--- src/tfe_pkg.sv ---
// package for the receive frame event and slc-96 overhead monitor
// assumes one 20 MHz clock and a frame aligner that supplies bit and frame timing
package tfe_pkg;

	// register offsets on the byte-wide register port
	localparam logic [7:0] ADDR_FORMAT = 8'h40;
	localparam logic [7:0] ADDR_STATUS = 8'h4F;
	localparam logic [7:0] ADDR_LOSS_EN = 8'h50;
	localparam logic [7:0] ADDR_ERR_EN = 8'h51;
	localparam logic [7:0] ADDR_LOSS_FLAGS = 8'h52;
	localparam logic [7:0] ADDR_ERR_FLAGS = 8'h53;
	localparam logic [7:0] ADDR_OH_CONC_LO = 8'h56;
	localparam logic [7:0] ADDR_OH_MAINT_HI = 8'h57;
	localparam logic [7:0] ADDR_OH_SW_ALARM = 8'h58;
	localparam logic [7:0] ADDR_OH_EN = 8'h5C;
	localparam logic [7:0] ADDR_OH_FLAGS = 8'h5D;

	// bit positions in loss enable / loss flags
	localparam int LOSS_CHANGE_BIT = 0;
	localparam int FALSE_PATTERN_BIT = 3;
	localparam int EXCESS_CRC_BIT = 4;
	// bit positions in error enable / error flags
	localparam int ALIGN_MOVE_BIT = 0;
	localparam int FBIT_ERR_BIT = 1;
	localparam int CRC_ERR_BIT = 2;
	localparam int SEVERE_BIT = 3;
	localparam int FRAME_START_BIT = 4;
	// bit positions in overhead enable / overhead flags
	localparam int CONC_BIT = 0;
	localparam int MAINT_BIT = 1;
	localparam int SWITCH_BIT = 2;
	localparam int ALARM_BIT = 3;
	localparam int DEBOUNCE_BIT = 4;

	localparam logic [7:0] RESET_BYTE = 8'h00;

	// error thresholds and windows
	localparam logic [9:0] EXCESS_CRC_LIMIT = 10'h13F;
	localparam logic [1:0] SEVERE_ERR_COUNT = 2'h2;
	localparam logic [4:0] SF_WINDOW_FRAMES = 5'h06;
	localparam int CLOCK_HZ = 20000000;
	localparam int EXCESS_WINDOW_S = 1;
	localparam int EXCESS_WINDOW_CYCLES = EXCESS_WINDOW_S * CLOCK_HZ;

	// crc-6 polynomial x^6 + x + 1, and where its bits sit in an esf multiframe
	localparam logic [5:0] CRC6_POLY = 6'h03;
	localparam logic [5:0] CRC6_SEED = 6'h00;
	localparam logic [1:0] CRC_FRAME_PHASE = 2'h2;

	// slc-96 frame positions and Fs index layout of the overhead fields
	localparam logic [6:0] SLC_FS_LAST_SYNC = 7'h0B;
	localparam logic [6:0] SLC_FS_EXTRA_SYNC = 7'h24;
	localparam logic [6:0] SLC_CONC_FIRST = 7'h0C;
	localparam logic [6:0] SLC_MAINT_FIRST = 7'h18;
	localparam logic [6:0] SLC_ALARM_FIRST = 7'h1B;
	localparam logic [6:0] SLC_SWITCH_FIRST = 7'h1D;
	localparam logic [6:0] SLC_SWITCH_LAST = 7'h20;

	typedef enum logic [1:0] {
		FMT_SF,
		FMT_ESF,
		FMT_DM,
		FMT_SLC
	} tfe_format_t;

	// timing and status from the frame aligner, one bit period at a time
	typedef struct packed {
		logic bit_stb;
		logic data_bit;
		logic fbit_stb;
		logic fbit_check;
		logic fbit_expect;
		logic [6:0] frame_num;
		logic mf_start;
		logic oof;
		logic mimic_det;
		logic align_moved;
	} tfe_line_t;

	// the four received slc-96 overhead fields
	typedef struct packed {
		logic [10:0] conc;
		logic [2:0] maint;
		logic [3:0] sw;
		logic [1:0] alarm;
	} tfe_overhead_t;

endpackage
--- src/tfe_monitor.sv ---
// receive frame event flags, crc-6 check and slc-96 overhead extraction
// assumes the aligner strobes are synchronous to i_clock; frame_num counts 1..N in the multiframe
//
// What this block does
// - loss-change enable gates loss-change flag to interrupt
// - second enable register masks five framing flags
// - flags sticky until software writes one
// - esf: over 319 crc errors per second
// - sf/esf: mimic pattern sets false-pattern flag
// - loss-change flag on every frame-loss edge
// - frame start flag per multiframe, frozen out-of-sync
// - sf/dm: two Ft errors in six frames
// - esf: two alignment errors in one multiframe
// - esf crc-6 checked against next multiframe
// - sf/esf/dm: framing bit mismatch flagged where the aligner marks it checked, in sync
// - slc: odd Ft and Fs 2n checked
// - alignment move flag on new F position
// - concentrator field split low eight, high three
// - maintenance, switch, alarm fields readable, bit1 lsb
// - debounce needs two equal frames, else every frame
// - overhead fields held while out of sync
// - debounce control bit, resets to zero
// - frame loss status readable, one when unsynced
// - overhead field changes set change flags; the enables gate only the interrupt
//
// Design decision made here: the strobed register port.
`timescale 1ns/10ps
`default_nettype none

module tfe_monitor #(
	parameter int EXCESS_CYCLES = tfe_pkg::EXCESS_WINDOW_CYCLES
)(
	// clock and reset
	input wire logic i_clock,
	input wire logic i_rst,
	// register port
	input wire logic [7:0] i_addr,
	input wire logic [7:0] i_wdata,
	input wire logic i_wr,
	input wire logic i_rd,
	output logic [7:0] o_rdata,
	// aligner side
	input wire tfe_pkg::tfe_line_t i_line,
	// interrupt
	output logic o_irq_n
);

	localparam int WIN_W = $clog2(EXCESS_CYCLES + 1);

	logic [1:0] format_ff;
	logic [7:0] loss_en_ff;
	logic [7:0] err_en_ff;
	logic [7:0] oh_en_ff;
	logic [7:0] loss_flags_ff;
	logic [7:0] err_flags_ff;
	logic [7:0] oh_flags_ff;
	logic [7:0] rdata_ff;
	logic irq_n_ff;
	logic oof_d_ff;
	logic [4:0] sev_frames_ff;
	logic [1:0] sev_errs_ff;
	logic [5:0] crc_run_ff;
	logic [5:0] crc_prev_ff;
	logic [5:0] crc_rx_ff;
	logic crc_prev_ok_ff;
	logic crc_run_ok_ff;
	logic [WIN_W-1:0] sec_cnt_ff;
	logic [9:0] crc_errs_ff;
	tfe_pkg::tfe_overhead_t oh_rx_ff;
	tfe_pkg::tfe_overhead_t oh_last_ff;
	tfe_pkg::tfe_overhead_t oh_out_ff;
	logic oh_last_ok_ff;
	logic slc_ok_ff;

	tfe_pkg::tfe_format_t fmt;
	logic is_sf_dm;
	logic is_esf;
	logic is_slc;
	logic fbit_mis;
	logic slc_checked;
	logic fbit_err;
	logic ft_err;
	logic sev_win_end;
	logic sev_hit;
	logic crc_err;
	logic excess_hit;
	logic sec_end;
	logic [6:0] fs_idx;
	logic oh_commit;
	logic oh_take;
	tfe_pkg::tfe_overhead_t nxt_oh_out;
	logic [7:0] loss_set;
	logic [7:0] err_set;
	logic [7:0] oh_set;
	logic [7:0] wr_clr_loss;
	logic [7:0] wr_clr_err;
	logic [7:0] wr_clr_oh;

	function automatic logic [5:0] crc6_step(input logic [5:0] crc, input logic din);
		logic fb;
		fb = crc[5] ^ din;
		crc6_step = {crc[4:0], 1'b0} ^ (fb ? tfe_pkg::CRC6_POLY : tfe_pkg::CRC6_SEED);
	endfunction

	assign fmt = tfe_pkg::tfe_format_t'(format_ff);
	assign is_sf_dm = (fmt == tfe_pkg::FMT_SF) || (fmt == tfe_pkg::FMT_DM);
	assign is_esf = (fmt == tfe_pkg::FMT_ESF);
	assign is_slc = (fmt == tfe_pkg::FMT_SLC);
	assign fbit_mis = i_line.fbit_stb && (i_line.data_bit != i_line.fbit_expect) && !i_line.oof;
	assign fs_idx = {1'b0, i_line.frame_num[6:1]};

	// slc: Ft in odd frames, Fs in frame 2n for 0<n<12 and n=36
	assign slc_checked = i_line.frame_num[0] || ((fs_idx != 7'h00) && (fs_idx <= tfe_pkg::SLC_FS_LAST_SYNC))
		|| (fs_idx == tfe_pkg::SLC_FS_EXTRA_SYNC);
	assign fbit_err = fbit_mis && (is_slc ? slc_checked : i_line.fbit_check);
	// the aligner marks only Ft positions as checked in sf and dm
	assign ft_err = fbit_err && !is_slc;

	// register port
	always_ff @(posedge i_clock or posedge i_rst)
	begin
		if (i_rst)
		begin
			format_ff <= 2'h0;
			loss_en_ff <= tfe_pkg::RESET_BYTE;
			err_en_ff <= tfe_pkg::RESET_BYTE;
			oh_en_ff <= tfe_pkg::RESET_BYTE;
		end
		else if (i_wr)
		begin
			if (i_addr == tfe_pkg::ADDR_FORMAT)
				format_ff <= i_wdata[1:0];
			else if (i_addr == tfe_pkg::ADDR_LOSS_EN)
				loss_en_ff <= i_wdata & 8'h19;
			else if (i_addr == tfe_pkg::ADDR_ERR_EN)
				err_en_ff <= i_wdata & 8'h1F;
			else if (i_addr == tfe_pkg::ADDR_OH_EN)
				oh_en_ff <= i_wdata & 8'h1F;
		end
	end

	always_ff @(posedge i_clock or posedge i_rst)
	begin
		if (i_rst)
			rdata_ff <= tfe_pkg::RESET_BYTE;
		else if (!i_rd)
			rdata_ff <= tfe_pkg::RESET_BYTE;
		else if (i_addr == tfe_pkg::ADDR_FORMAT)
			rdata_ff <= {6'h00, format_ff};
		else if (i_addr == tfe_pkg::ADDR_STATUS)
			rdata_ff <= {7'h00, oof_d_ff};
		else if (i_addr == tfe_pkg::ADDR_LOSS_EN)
			rdata_ff <= loss_en_ff;
		else if (i_addr == tfe_pkg::ADDR_ERR_EN)
			rdata_ff <= err_en_ff;
		else if (i_addr == tfe_pkg::ADDR_LOSS_FLAGS)
			rdata_ff <= loss_flags_ff;
		else if (i_addr == tfe_pkg::ADDR_ERR_FLAGS)
			rdata_ff <= err_flags_ff;
		else if (i_addr == tfe_pkg::ADDR_OH_CONC_LO)
			rdata_ff <= oh_out_ff.conc[7:0];
		else if (i_addr == tfe_pkg::ADDR_OH_MAINT_HI)
			rdata_ff <= {2'h0, oh_out_ff.maint, oh_out_ff.conc[10:8]};
		else if (i_addr == tfe_pkg::ADDR_OH_SW_ALARM)
			rdata_ff <= {2'h0, oh_out_ff.sw, oh_out_ff.alarm};
		else if (i_addr == tfe_pkg::ADDR_OH_EN)
			rdata_ff <= oh_en_ff;
		else if (i_addr == tfe_pkg::ADDR_OH_FLAGS)
			rdata_ff <= oh_flags_ff;
		else
			rdata_ff <= tfe_pkg::RESET_BYTE;
	end

	// frame loss status and its edge
	always_ff @(posedge i_clock or posedge i_rst)
	begin
		if (i_rst)
			oof_d_ff <= 1'b1;
		else
			oof_d_ff <= i_line.oof;
	end

	localparam logic [1:0] SEVERE_ERR_COUNT_M1 = tfe_pkg::SEVERE_ERR_COUNT - 2'h1;

	// severe window: six basic frames in sf/dm, one multiframe in esf
	assign sev_win_end = is_esf ? i_line.mf_start : (i_line.fbit_stb && (sev_frames_ff == tfe_pkg::SF_WINDOW_FRAMES - 5'h01));
	// the sixth F bit still belongs to its sf/dm window; in esf mf_start opens the next one
	assign sev_hit = (is_sf_dm || is_esf) && ft_err && (sev_errs_ff == SEVERE_ERR_COUNT_M1)
		&& !(is_esf && sev_win_end);

	always_ff @(posedge i_clock or posedge i_rst)
	begin
		if (i_rst)
		begin
			sev_frames_ff <= 5'h00;
			sev_errs_ff <= 2'h0;
		end
		else if (i_line.oof || sev_win_end)
		begin
			// in sf/dm an error on the closing bit of a window still counts in that window
			sev_frames_ff <= 5'h00;
			sev_errs_ff <= 2'h0;
		end
		else
		begin
			if (i_line.fbit_stb)
				sev_frames_ff <= sev_frames_ff + 5'h01;
			if (ft_err && sev_errs_ff != tfe_pkg::SEVERE_ERR_COUNT)
				sev_errs_ff <= sev_errs_ff + 2'h1;
		end
	end

	// crc-6 over each esf multiframe with F positions forced to one
	always_ff @(posedge i_clock or posedge i_rst)
	begin
		if (i_rst)
		begin
			crc_run_ff <= tfe_pkg::CRC6_SEED;
			crc_prev_ff <= tfe_pkg::CRC6_SEED;
			crc_rx_ff <= tfe_pkg::CRC6_SEED;
			crc_prev_ok_ff <= 1'b0;
			crc_run_ok_ff <= 1'b0;
		end
		else if (!is_esf || i_line.oof)
		begin
			// a crc started mid-multiframe is never compared
			crc_prev_ok_ff <= 1'b0;
			crc_run_ok_ff <= 1'b0;
		end
		else if (i_line.bit_stb)
		begin
			if (i_line.mf_start)
			begin
				crc_prev_ff <= crc_run_ff;
				crc_prev_ok_ff <= crc_run_ok_ff;
				crc_run_ok_ff <= 1'b1;
				crc_run_ff <= crc6_step(tfe_pkg::CRC6_SEED, i_line.data_bit | i_line.fbit_stb);
			end
			else
				crc_run_ff <= crc6_step(crc_run_ff, i_line.data_bit | i_line.fbit_stb);
			if (i_line.fbit_stb && i_line.frame_num[1:0] == tfe_pkg::CRC_FRAME_PHASE)
				crc_rx_ff[3'h5 - 3'(i_line.frame_num[4:2])] <= i_line.data_bit;
		end
	end

	// received bits in multiframe k carry the crc of multiframe k-1
	assign crc_err = is_esf && !i_line.oof && i_line.bit_stb && i_line.mf_start && crc_prev_ok_ff
		&& (crc_rx_ff != crc_prev_ff);

	// fixed one-second window of crc errors
	assign sec_end = (sec_cnt_ff == WIN_W'(EXCESS_CYCLES - 1));
	assign excess_hit = is_esf && crc_err && (crc_errs_ff == tfe_pkg::EXCESS_CRC_LIMIT);

	always_ff @(posedge i_clock or posedge i_rst)
	begin
		if (i_rst)
		begin
			sec_cnt_ff <= '0;
			crc_errs_ff <= 10'h000;
		end
		else if (sec_end)
		begin
			sec_cnt_ff <= '0;
			crc_errs_ff <= 10'h000;
		end
		else
		begin
			sec_cnt_ff <= sec_cnt_ff + WIN_W'(1);
			// saturate one above the limit so the event fires once per window
			if (crc_err && crc_errs_ff <= tfe_pkg::EXCESS_CRC_LIMIT)
				crc_errs_ff <= crc_errs_ff + 10'h001;
		end
	end

	// slc-96 overhead collection from Fs bits of even frames
	always_ff @(posedge i_clock or posedge i_rst)
	begin
		if (i_rst)
			oh_rx_ff <= '0;
		else if (is_slc && i_line.fbit_stb && !i_line.frame_num[0])
		begin
			if (fs_idx >= tfe_pkg::SLC_CONC_FIRST && fs_idx < tfe_pkg::SLC_CONC_FIRST + 7'h0B)
				oh_rx_ff.conc[4'(fs_idx - tfe_pkg::SLC_CONC_FIRST)] <= i_line.data_bit;
			else if (fs_idx >= tfe_pkg::SLC_MAINT_FIRST && fs_idx < tfe_pkg::SLC_ALARM_FIRST)
				oh_rx_ff.maint[2'(fs_idx - tfe_pkg::SLC_MAINT_FIRST)] <= i_line.data_bit;
			else if (fs_idx >= tfe_pkg::SLC_ALARM_FIRST && fs_idx < tfe_pkg::SLC_SWITCH_FIRST)
				oh_rx_ff.alarm[1'(fs_idx - tfe_pkg::SLC_ALARM_FIRST)] <= i_line.data_bit;
			else if (fs_idx >= tfe_pkg::SLC_SWITCH_FIRST && fs_idx <= tfe_pkg::SLC_SWITCH_LAST)
				oh_rx_ff.sw[2'(fs_idx - tfe_pkg::SLC_SWITCH_FIRST)] <= i_line.data_bit;
		end
	end

	// a full slc frame was seen in sync when the next one starts
	assign oh_commit = is_slc && i_line.mf_start && !i_line.oof && slc_ok_ff;
	assign oh_take = oh_commit;

	always_comb
	begin
		nxt_oh_out = oh_out_ff;
		if (oh_take)
		begin
			// each field debounces on its own
			if (!oh_en_ff[tfe_pkg::DEBOUNCE_BIT] || (oh_last_ok_ff && oh_last_ff.conc == oh_rx_ff.conc))
				nxt_oh_out.conc = oh_rx_ff.conc;
			if (!oh_en_ff[tfe_pkg::DEBOUNCE_BIT] || (oh_last_ok_ff && oh_last_ff.maint == oh_rx_ff.maint))
				nxt_oh_out.maint = oh_rx_ff.maint;
			if (!oh_en_ff[tfe_pkg::DEBOUNCE_BIT] || (oh_last_ok_ff && oh_last_ff.sw == oh_rx_ff.sw))
				nxt_oh_out.sw = oh_rx_ff.sw;
			if (!oh_en_ff[tfe_pkg::DEBOUNCE_BIT] || (oh_last_ok_ff && oh_last_ff.alarm == oh_rx_ff.alarm))
				nxt_oh_out.alarm = oh_rx_ff.alarm;
		end
	end

	always_ff @(posedge i_clock or posedge i_rst)
	begin
		if (i_rst)
		begin
			oh_out_ff <= '0;
			oh_last_ff <= '0;
			oh_last_ok_ff <= 1'b0;
			slc_ok_ff <= 1'b0;
		end
		else
		begin
			oh_out_ff <= nxt_oh_out;
			if (!is_slc || i_line.oof)
			begin
				slc_ok_ff <= 1'b0;
				oh_last_ok_ff <= 1'b0;
			end
			else if (i_line.mf_start)
				slc_ok_ff <= 1'b1;
			if (oh_take)
			begin
				oh_last_ff <= oh_rx_ff;
				oh_last_ok_ff <= 1'b1;
			end
		end
	end

	// event sources
	always_comb
	begin
		loss_set = 8'h00;
		loss_set[tfe_pkg::LOSS_CHANGE_BIT] = i_line.oof ^ oof_d_ff;
		loss_set[tfe_pkg::FALSE_PATTERN_BIT] = i_line.mimic_det && (fmt == tfe_pkg::FMT_SF || is_esf);
		loss_set[tfe_pkg::EXCESS_CRC_BIT] = excess_hit;
		err_set = 8'h00;
		err_set[tfe_pkg::ALIGN_MOVE_BIT] = i_line.align_moved;
		err_set[tfe_pkg::FBIT_ERR_BIT] = fbit_err;
		err_set[tfe_pkg::CRC_ERR_BIT] = crc_err;
		err_set[tfe_pkg::SEVERE_BIT] = sev_hit;
		err_set[tfe_pkg::FRAME_START_BIT] = i_line.mf_start && !i_line.oof;
		oh_set = 8'h00;
		oh_set[tfe_pkg::CONC_BIT] = nxt_oh_out.conc != oh_out_ff.conc;
		oh_set[tfe_pkg::MAINT_BIT] = nxt_oh_out.maint != oh_out_ff.maint;
		oh_set[tfe_pkg::SWITCH_BIT] = nxt_oh_out.sw != oh_out_ff.sw;
		oh_set[tfe_pkg::ALARM_BIT] = nxt_oh_out.alarm != oh_out_ff.alarm;
	end

	assign wr_clr_loss = (i_wr && i_addr == tfe_pkg::ADDR_LOSS_FLAGS) ? i_wdata : 8'h00;
	assign wr_clr_err = (i_wr && i_addr == tfe_pkg::ADDR_ERR_FLAGS) ? i_wdata : 8'h00;
	assign wr_clr_oh = (i_wr && i_addr == tfe_pkg::ADDR_OH_FLAGS) ? i_wdata : 8'h00;

	// sticky flags; an event in the clearing cycle wins
	always_ff @(posedge i_clock or posedge i_rst)
	begin
		if (i_rst)
		begin
			loss_flags_ff <= tfe_pkg::RESET_BYTE;
			err_flags_ff <= tfe_pkg::RESET_BYTE;
			oh_flags_ff <= tfe_pkg::RESET_BYTE;
		end
		else
		begin
			loss_flags_ff <= (loss_flags_ff & ~wr_clr_loss) | loss_set;
			err_flags_ff <= (err_flags_ff & ~wr_clr_err) | err_set;
			oh_flags_ff <= (oh_flags_ff & ~wr_clr_oh) | oh_set;
		end
	end

	// interrupt pin, one cycle behind the flags
	always_ff @(posedge i_clock or posedge i_rst)
	begin
		if (i_rst)
			irq_n_ff <= 1'b1;
		else
			irq_n_ff <= !(|(loss_flags_ff & loss_en_ff)
				|| |(err_flags_ff & err_en_ff)
				|| |(oh_flags_ff[3:0] & oh_en_ff[3:0]));
	end

	assign o_rdata = rdata_ff;
	assign o_irq_n = irq_n_ff;

endmodule

`default_nettype wire

--- config.mk ---
export PLATFORM = sky130hd
export DESIGN_NAME = tfe_monitor
export DESIGN_NICKNAME = d
export VERILOG_FILES = /design/src/tfe_pkg.sv /design/src/tfe_monitor.sv
export SDC_FILE = /design/constraint.sdc
export NUM_CORES = 1
export LEC_CHECK = 0
export ABC_CLOCK_PERIOD_IN_PS = 5750
export BUFFER_PORTS_ARGS = -buffer_cell sky130_fd_sc_hd__buf_2
export CELL_PAD_IN_SITES_DETAIL_PLACEMENT = 1
export CELL_PAD_IN_SITES_GLOBAL_PLACEMENT = 2
export CORE_MARGIN = 2
export CORE_UTILIZATION = 41
export CTS_CLUSTER_SIZE = 25
export DETAILED_ROUTE_END_ITERATION = 6
export PLACE_DENSITY = 0.79
export RECOVER_POWER = 100
export SLEW_MARGIN = 20
export SYNTH_ARGS = -nofsm -noshare
export SYNTH_HDL_FRONTEND = slang
export SYNTH_SLANG_ARGS = --single-unit
--- constraint.sdc ---
create_clock -name i_clock -period 5.75 [get_ports i_clock]
set_input_delay 0.575 -clock i_clock [delete_from_list [all_inputs] [get_ports i_clock]]
set_output_delay 0.575 -clock i_clock [all_outputs]
set_load 0.01 [all_outputs]
==> insert_results.sql <==
INSERT INTO impl_metrics (metric_group, metric, value, unit) VALUES
('status', 'outcome', 'finished with violations', ''),
('status', 'violations', 'capacitance limit, slew limit', ''),
('timing', 'timing.final.max_slew_violations', '73', ''),
('clock_network', 'resized_cells_post_cts', '0', ''),
('yosys', 'syn_avg_cell_area', '10.8', 'µm²'),
('timing', 'slew_headroom', '-0.207', ''),
('global_routing', 'antenna_found_initial', '0', ''),
('yosys', 'synth_fp_nets', '846', ''),
('final_layout', 'layout-area-overhead-vs-synth', '11.3', '%'),
('die', 'fp-row-count', '53', ''),
('die', 'floorplan.die.width', '150', 'µm'),
('yosys', 'synth_top_cells_by_area', 'sky130_fd_sc_hd__dfrtp_1, sky130_fd_sc_hd__mux2_2, sky130_fd_sc_hd__xnor2_1', ''),
('place', 'detailedPlacementHpwl', '16600', 'µm'),
('routing', 'antenna_violating_nets_post_route', '0', ''),
('final_layout', 'layout.core_utilization', '0.463', ''),
('worst_hold_path', 'worst_hold_path_type', 'in2async', ''),
('final_layout', 'final_net_count', '878', ''),
('timing', 'fin_crit', '3.02', 'ns'),
('routing', 'detail_route.drc_violations', '0', ''),
('timing', 'maxClockFrequency', '331', 'MHz'),
('critical_path', 'type_of_origin_of_the_critical_path', 'primary input', ''),
('routing', 'drt-vias-per-instance', '5.59', ''),
('routing', 'dr.pass1.iters', '4', ''),
('place', 'place.gp.congestion', '0.809', ''),
('yosys', 'synth_top_area_share', '0.491', ''),
('timing', 'worst_pin_slew', '1.81', 'ns'),
('yosys', 'synth.yosys.seq_area_share', '0.497', ''),
('timing', 'finalHoldViolCount', '0', ''),
('critical_path', 'critical_path.cell_chain', 'clkbuf_1, nor4_1, a31oi_1, o21ai_0, a21oi_1, o311a_1', ''),
('final_layout', 'final-seq-area', '4330', 'µm²'),
('routing', 'average_wire_length_per_cell_after_detail_routing', '20.3', 'µm'),
('yosys', 'edff_count_synth', '0', ''),
('die', 'dieArea', '22400', 'µm²'),
('clock_network', 'numCtsBuffers', '17', ''),
('global_routing', 'grt_first_pass_wirelength', '37200', 'µm'),
('timing', 'timing.final.setup_violations', '0', ''),
('clock_network', 'worst_skew_pair.late_latency', '0.44', 'ns'),
('global_routing', 'grt_pass1_vias', '6733', ''),
('global_routing', 'grt_max_degree', '103', ''),
('final_layout', 'n_antenna_cell', '0', ''),
('routing', 'drt-total-wl', '22800', 'µm'),
('clock_network', 'cts_hold_buffers', '0', ''),
('final_layout', 'drive_above_1_share', '0.192', ''),
('die', 'die_h', '150', 'µm'),
('yosys', 'ys_dominant_reg_cell', 'sky130_fd_sc_hd__dfrtp_1', ''),
('final_layout', 'final.fill_count', '2355', ''),
('die', 'initial_utilization', '0.416', ''),
('critical_path', 'timing.critical_path.slowest_cell_delay', '0.96', 'ns'),
('final_layout', 'multi_input_area', '4140', 'µm²'),
('final_layout', 'layout.cells.non_filler', '1124', ''),
('place', 'placed_cells_incl_taps', '1092', ''),
('place', 'place.port_buffers', '44', ''),
('critical_path', 'critical-path-slowest-cell', 'sky130_fd_sc_hd__o21ai_0', ''),
('clock_network', 'clk_transition_reported_paths', '0.07', 'ns'),
('critical_path', 'critical_path_required', '6.04', 'ns'),
('clock_network', 'cts_tree', 'done', ''),
('yosys', 'synth_cell_types', '73', ''),
('flow_run', 'max_cap_viol_count', '1', ''),
('critical_path', 'end_kind', 'flip-flop', ''),
('power_and_ir_drop', 'p_leak', '0.00444', 'µW'),
('clock_network', 'clock-root-buffer', 'sky130_fd_sc_hd__clkbuf_16', ''),
('routing', 'drtIter0Drc', '338', ''),
('global_routing', 'global_route.overflow_total', '0', ''),
('critical_path', 'peak_fanout_along_the_critical_path', '31', ''),
('critical_path', 'critical_path_arrival', '3.32', 'ns'),
('power_and_ir_drop', 'worst_ir_drop_vdd', '0.192', 'mV'),
('yosys', 'ys_seq_elements', '173', ''),
('yosys', 'post_synth_instance_area', '8710', 'µm²'),
('power_and_ir_drop', 'finalPower', '2590', 'µW'),
('power_and_ir_drop', 'p_per_area', '267', 'nW/µm²'),
('clock_network', 'cts_htree_levels', '4', '');
## worst max-delay path: cells and delay by family
| family | cells | cell delay, ns |
|---|---|---|
| buffers and inverters | 1 | 0.53 |
| AO/OA/AOI/OAI | 4 | 1.38 |
| AND/OR/NAND/NOR | 1 | 0.81 |
## worst paths after layout
| check | start | endpoint | slack [ns] |
|---|---|---|---|
| worst max-delay path | i_addr[2] | o_rdata[4] | 2.73 |
| worst min-delay path | i_rst | crc_errs_ff[3] | 0.30 |
| worst max register to register | fmt[1] | oh_out_ff[7] | 2.79 |
| worst min register to register | crc_run_ok_ff | crc_run_ok_ff | 0.48 |
| max in group asynchronous | i_rst | oh_rx_ff[4] | 3.14 |
| min in group i_clock | i_line[0] | err_flags_ff[0] | 0.31 |
## synth_stat cells (all sizes together) (13+ instances only)
cell / n
dfrtp: 171
mux2: 86
nand2: 74
nor2: 62
xnor2: 42
xor2: 40
nand3: 31
o21ai: 29
nand4: 21
clkbuf: 19
inv: 18
nor4: 17
a21oi: 16
a21boi: 14
nor3: 14
buf: 13
## layer usage
| layer | wire [µm] | global-route usage |
|---|---|---|
| met2 | 11600 | 0.371 |
| met3 | 575 | 0.0369 |
| met5 | 0 | 0 |
| met1 | 10400 | 0.281 |
| met4 | 253 | 0.0618 |
## registers in the layout, summed over array words and instances (netlist names), 8 cells and up
register	count
err_flags_ff	8
crc_errs_ff	10
o_rdata	8
sec_cnt_ff	25
oh_rx_ff	20
oh_last_ff	20
oh_out_ff	20
loss_flags_ff	8
oh_flags_ff	8
## through the flow
step	setup slack, ns	instance area [µm²]	hold slack (ns)
after CTS	3.22	9750	0.299
after floorplan	0.490	8710	0.448
after global routing	2.38	9700	0.295
after detailed placement	2.90	9140	0.466
final	2.73	9700	0.301
after global placement	3.02	9140	0.463
## logic make-up after synthesis
family,synth area share
flip-flops,0.497
AO/OA/AOI/OAI,0.103
multiplexers,0.115
adder cells (fa/ha/maj),0.00862
buffers and inverters,0.0246
XOR/XNOR,0.0824
AND/OR/NAND/NOR,0.170
## area by class of cell
| type | count | area share |
|---|---|---|
| flip-flops and latches | 173 | 0.447 |
| clock inverters | 15 | 0.0186 |
| inverters | 18 | 0.00748 |
| repair buffers | 45 | 0.0214 |
| multi-input cells | 581 | 0.427 |
| clock buffers | 17 | 0.0439 |
| well taps | 275 | 0.0355 |
## layout by cell type (no fill, tap or decap), types with 3 or more instances in the layout
cell,n
sky130_fd_sc_hd__a21oi_1,16
sky130_fd_sc_hd__a21o_1,8
sky130_fd_sc_hd__nand2_1,74
sky130_fd_sc_hd__o21ai_0,29
sky130_fd_sc_hd__o2bb2ai_1,3
sky130_fd_sc_hd__a22o_1,6
sky130_fd_sc_hd__a21boi_0,14
sky130_fd_sc_hd__dfrtp_1,171
sky130_fd_sc_hd__inv_1,17
sky130_fd_sc_hd__xor2_1,40
sky130_fd_sc_hd__a31oi_1,4
sky130_fd_sc_hd__nor4b_1,3
sky130_fd_sc_hd__nand2b_1,12
sky130_fd_sc_hd__clkbuf_1,14
sky130_fd_sc_hd__and3_1,6
sky130_fd_sc_hd__nand4_1,20
sky130_fd_sc_hd__nand3b_1,4
sky130_fd_sc_hd__nor3b_1,7
sky130_fd_sc_hd__buf_2,30
sky130_fd_sc_hd__nor2b_1,11
sky130_fd_sc_hd__a211oi_1,4
sky130_fd_sc_hd__a221oi_1,8
sky130_fd_sc_hd__nor4_1,16
sky130_fd_sc_hd__mux2i_1,3
sky130_fd_sc_hd__nand4b_1,3
sky130_fd_sc_hd__nand3_1,31
sky130_fd_sc_hd__nor3_1,14
sky130_fd_sc_hd__xnor2_1,42
sky130_fd_sc_hd__mux2_2,85
sky130_fd_sc_hd__ha_1,6
sky130_fd_sc_hd__o22ai_1,4
sky130_fd_sc_hd__a32o_1,4
sky130_fd_sc_hd__o31ai_1,4
sky130_fd_sc_hd__clkbuf_16,17
sky130_fd_sc_hd__inv_8,3
sky130_fd_sc_hd__nor2_1,62
sky130_fd_sc_hd__inv_6,5
## report_power, final
group	internal, µW	leakage, µW	switching [µW]
registers	1230	0.00236	16.6
logic	41.8	0.00178	96.0
clock network	658	0.000297	541
total	1930	0.00444	654
(Power assumes the default switching activity.)
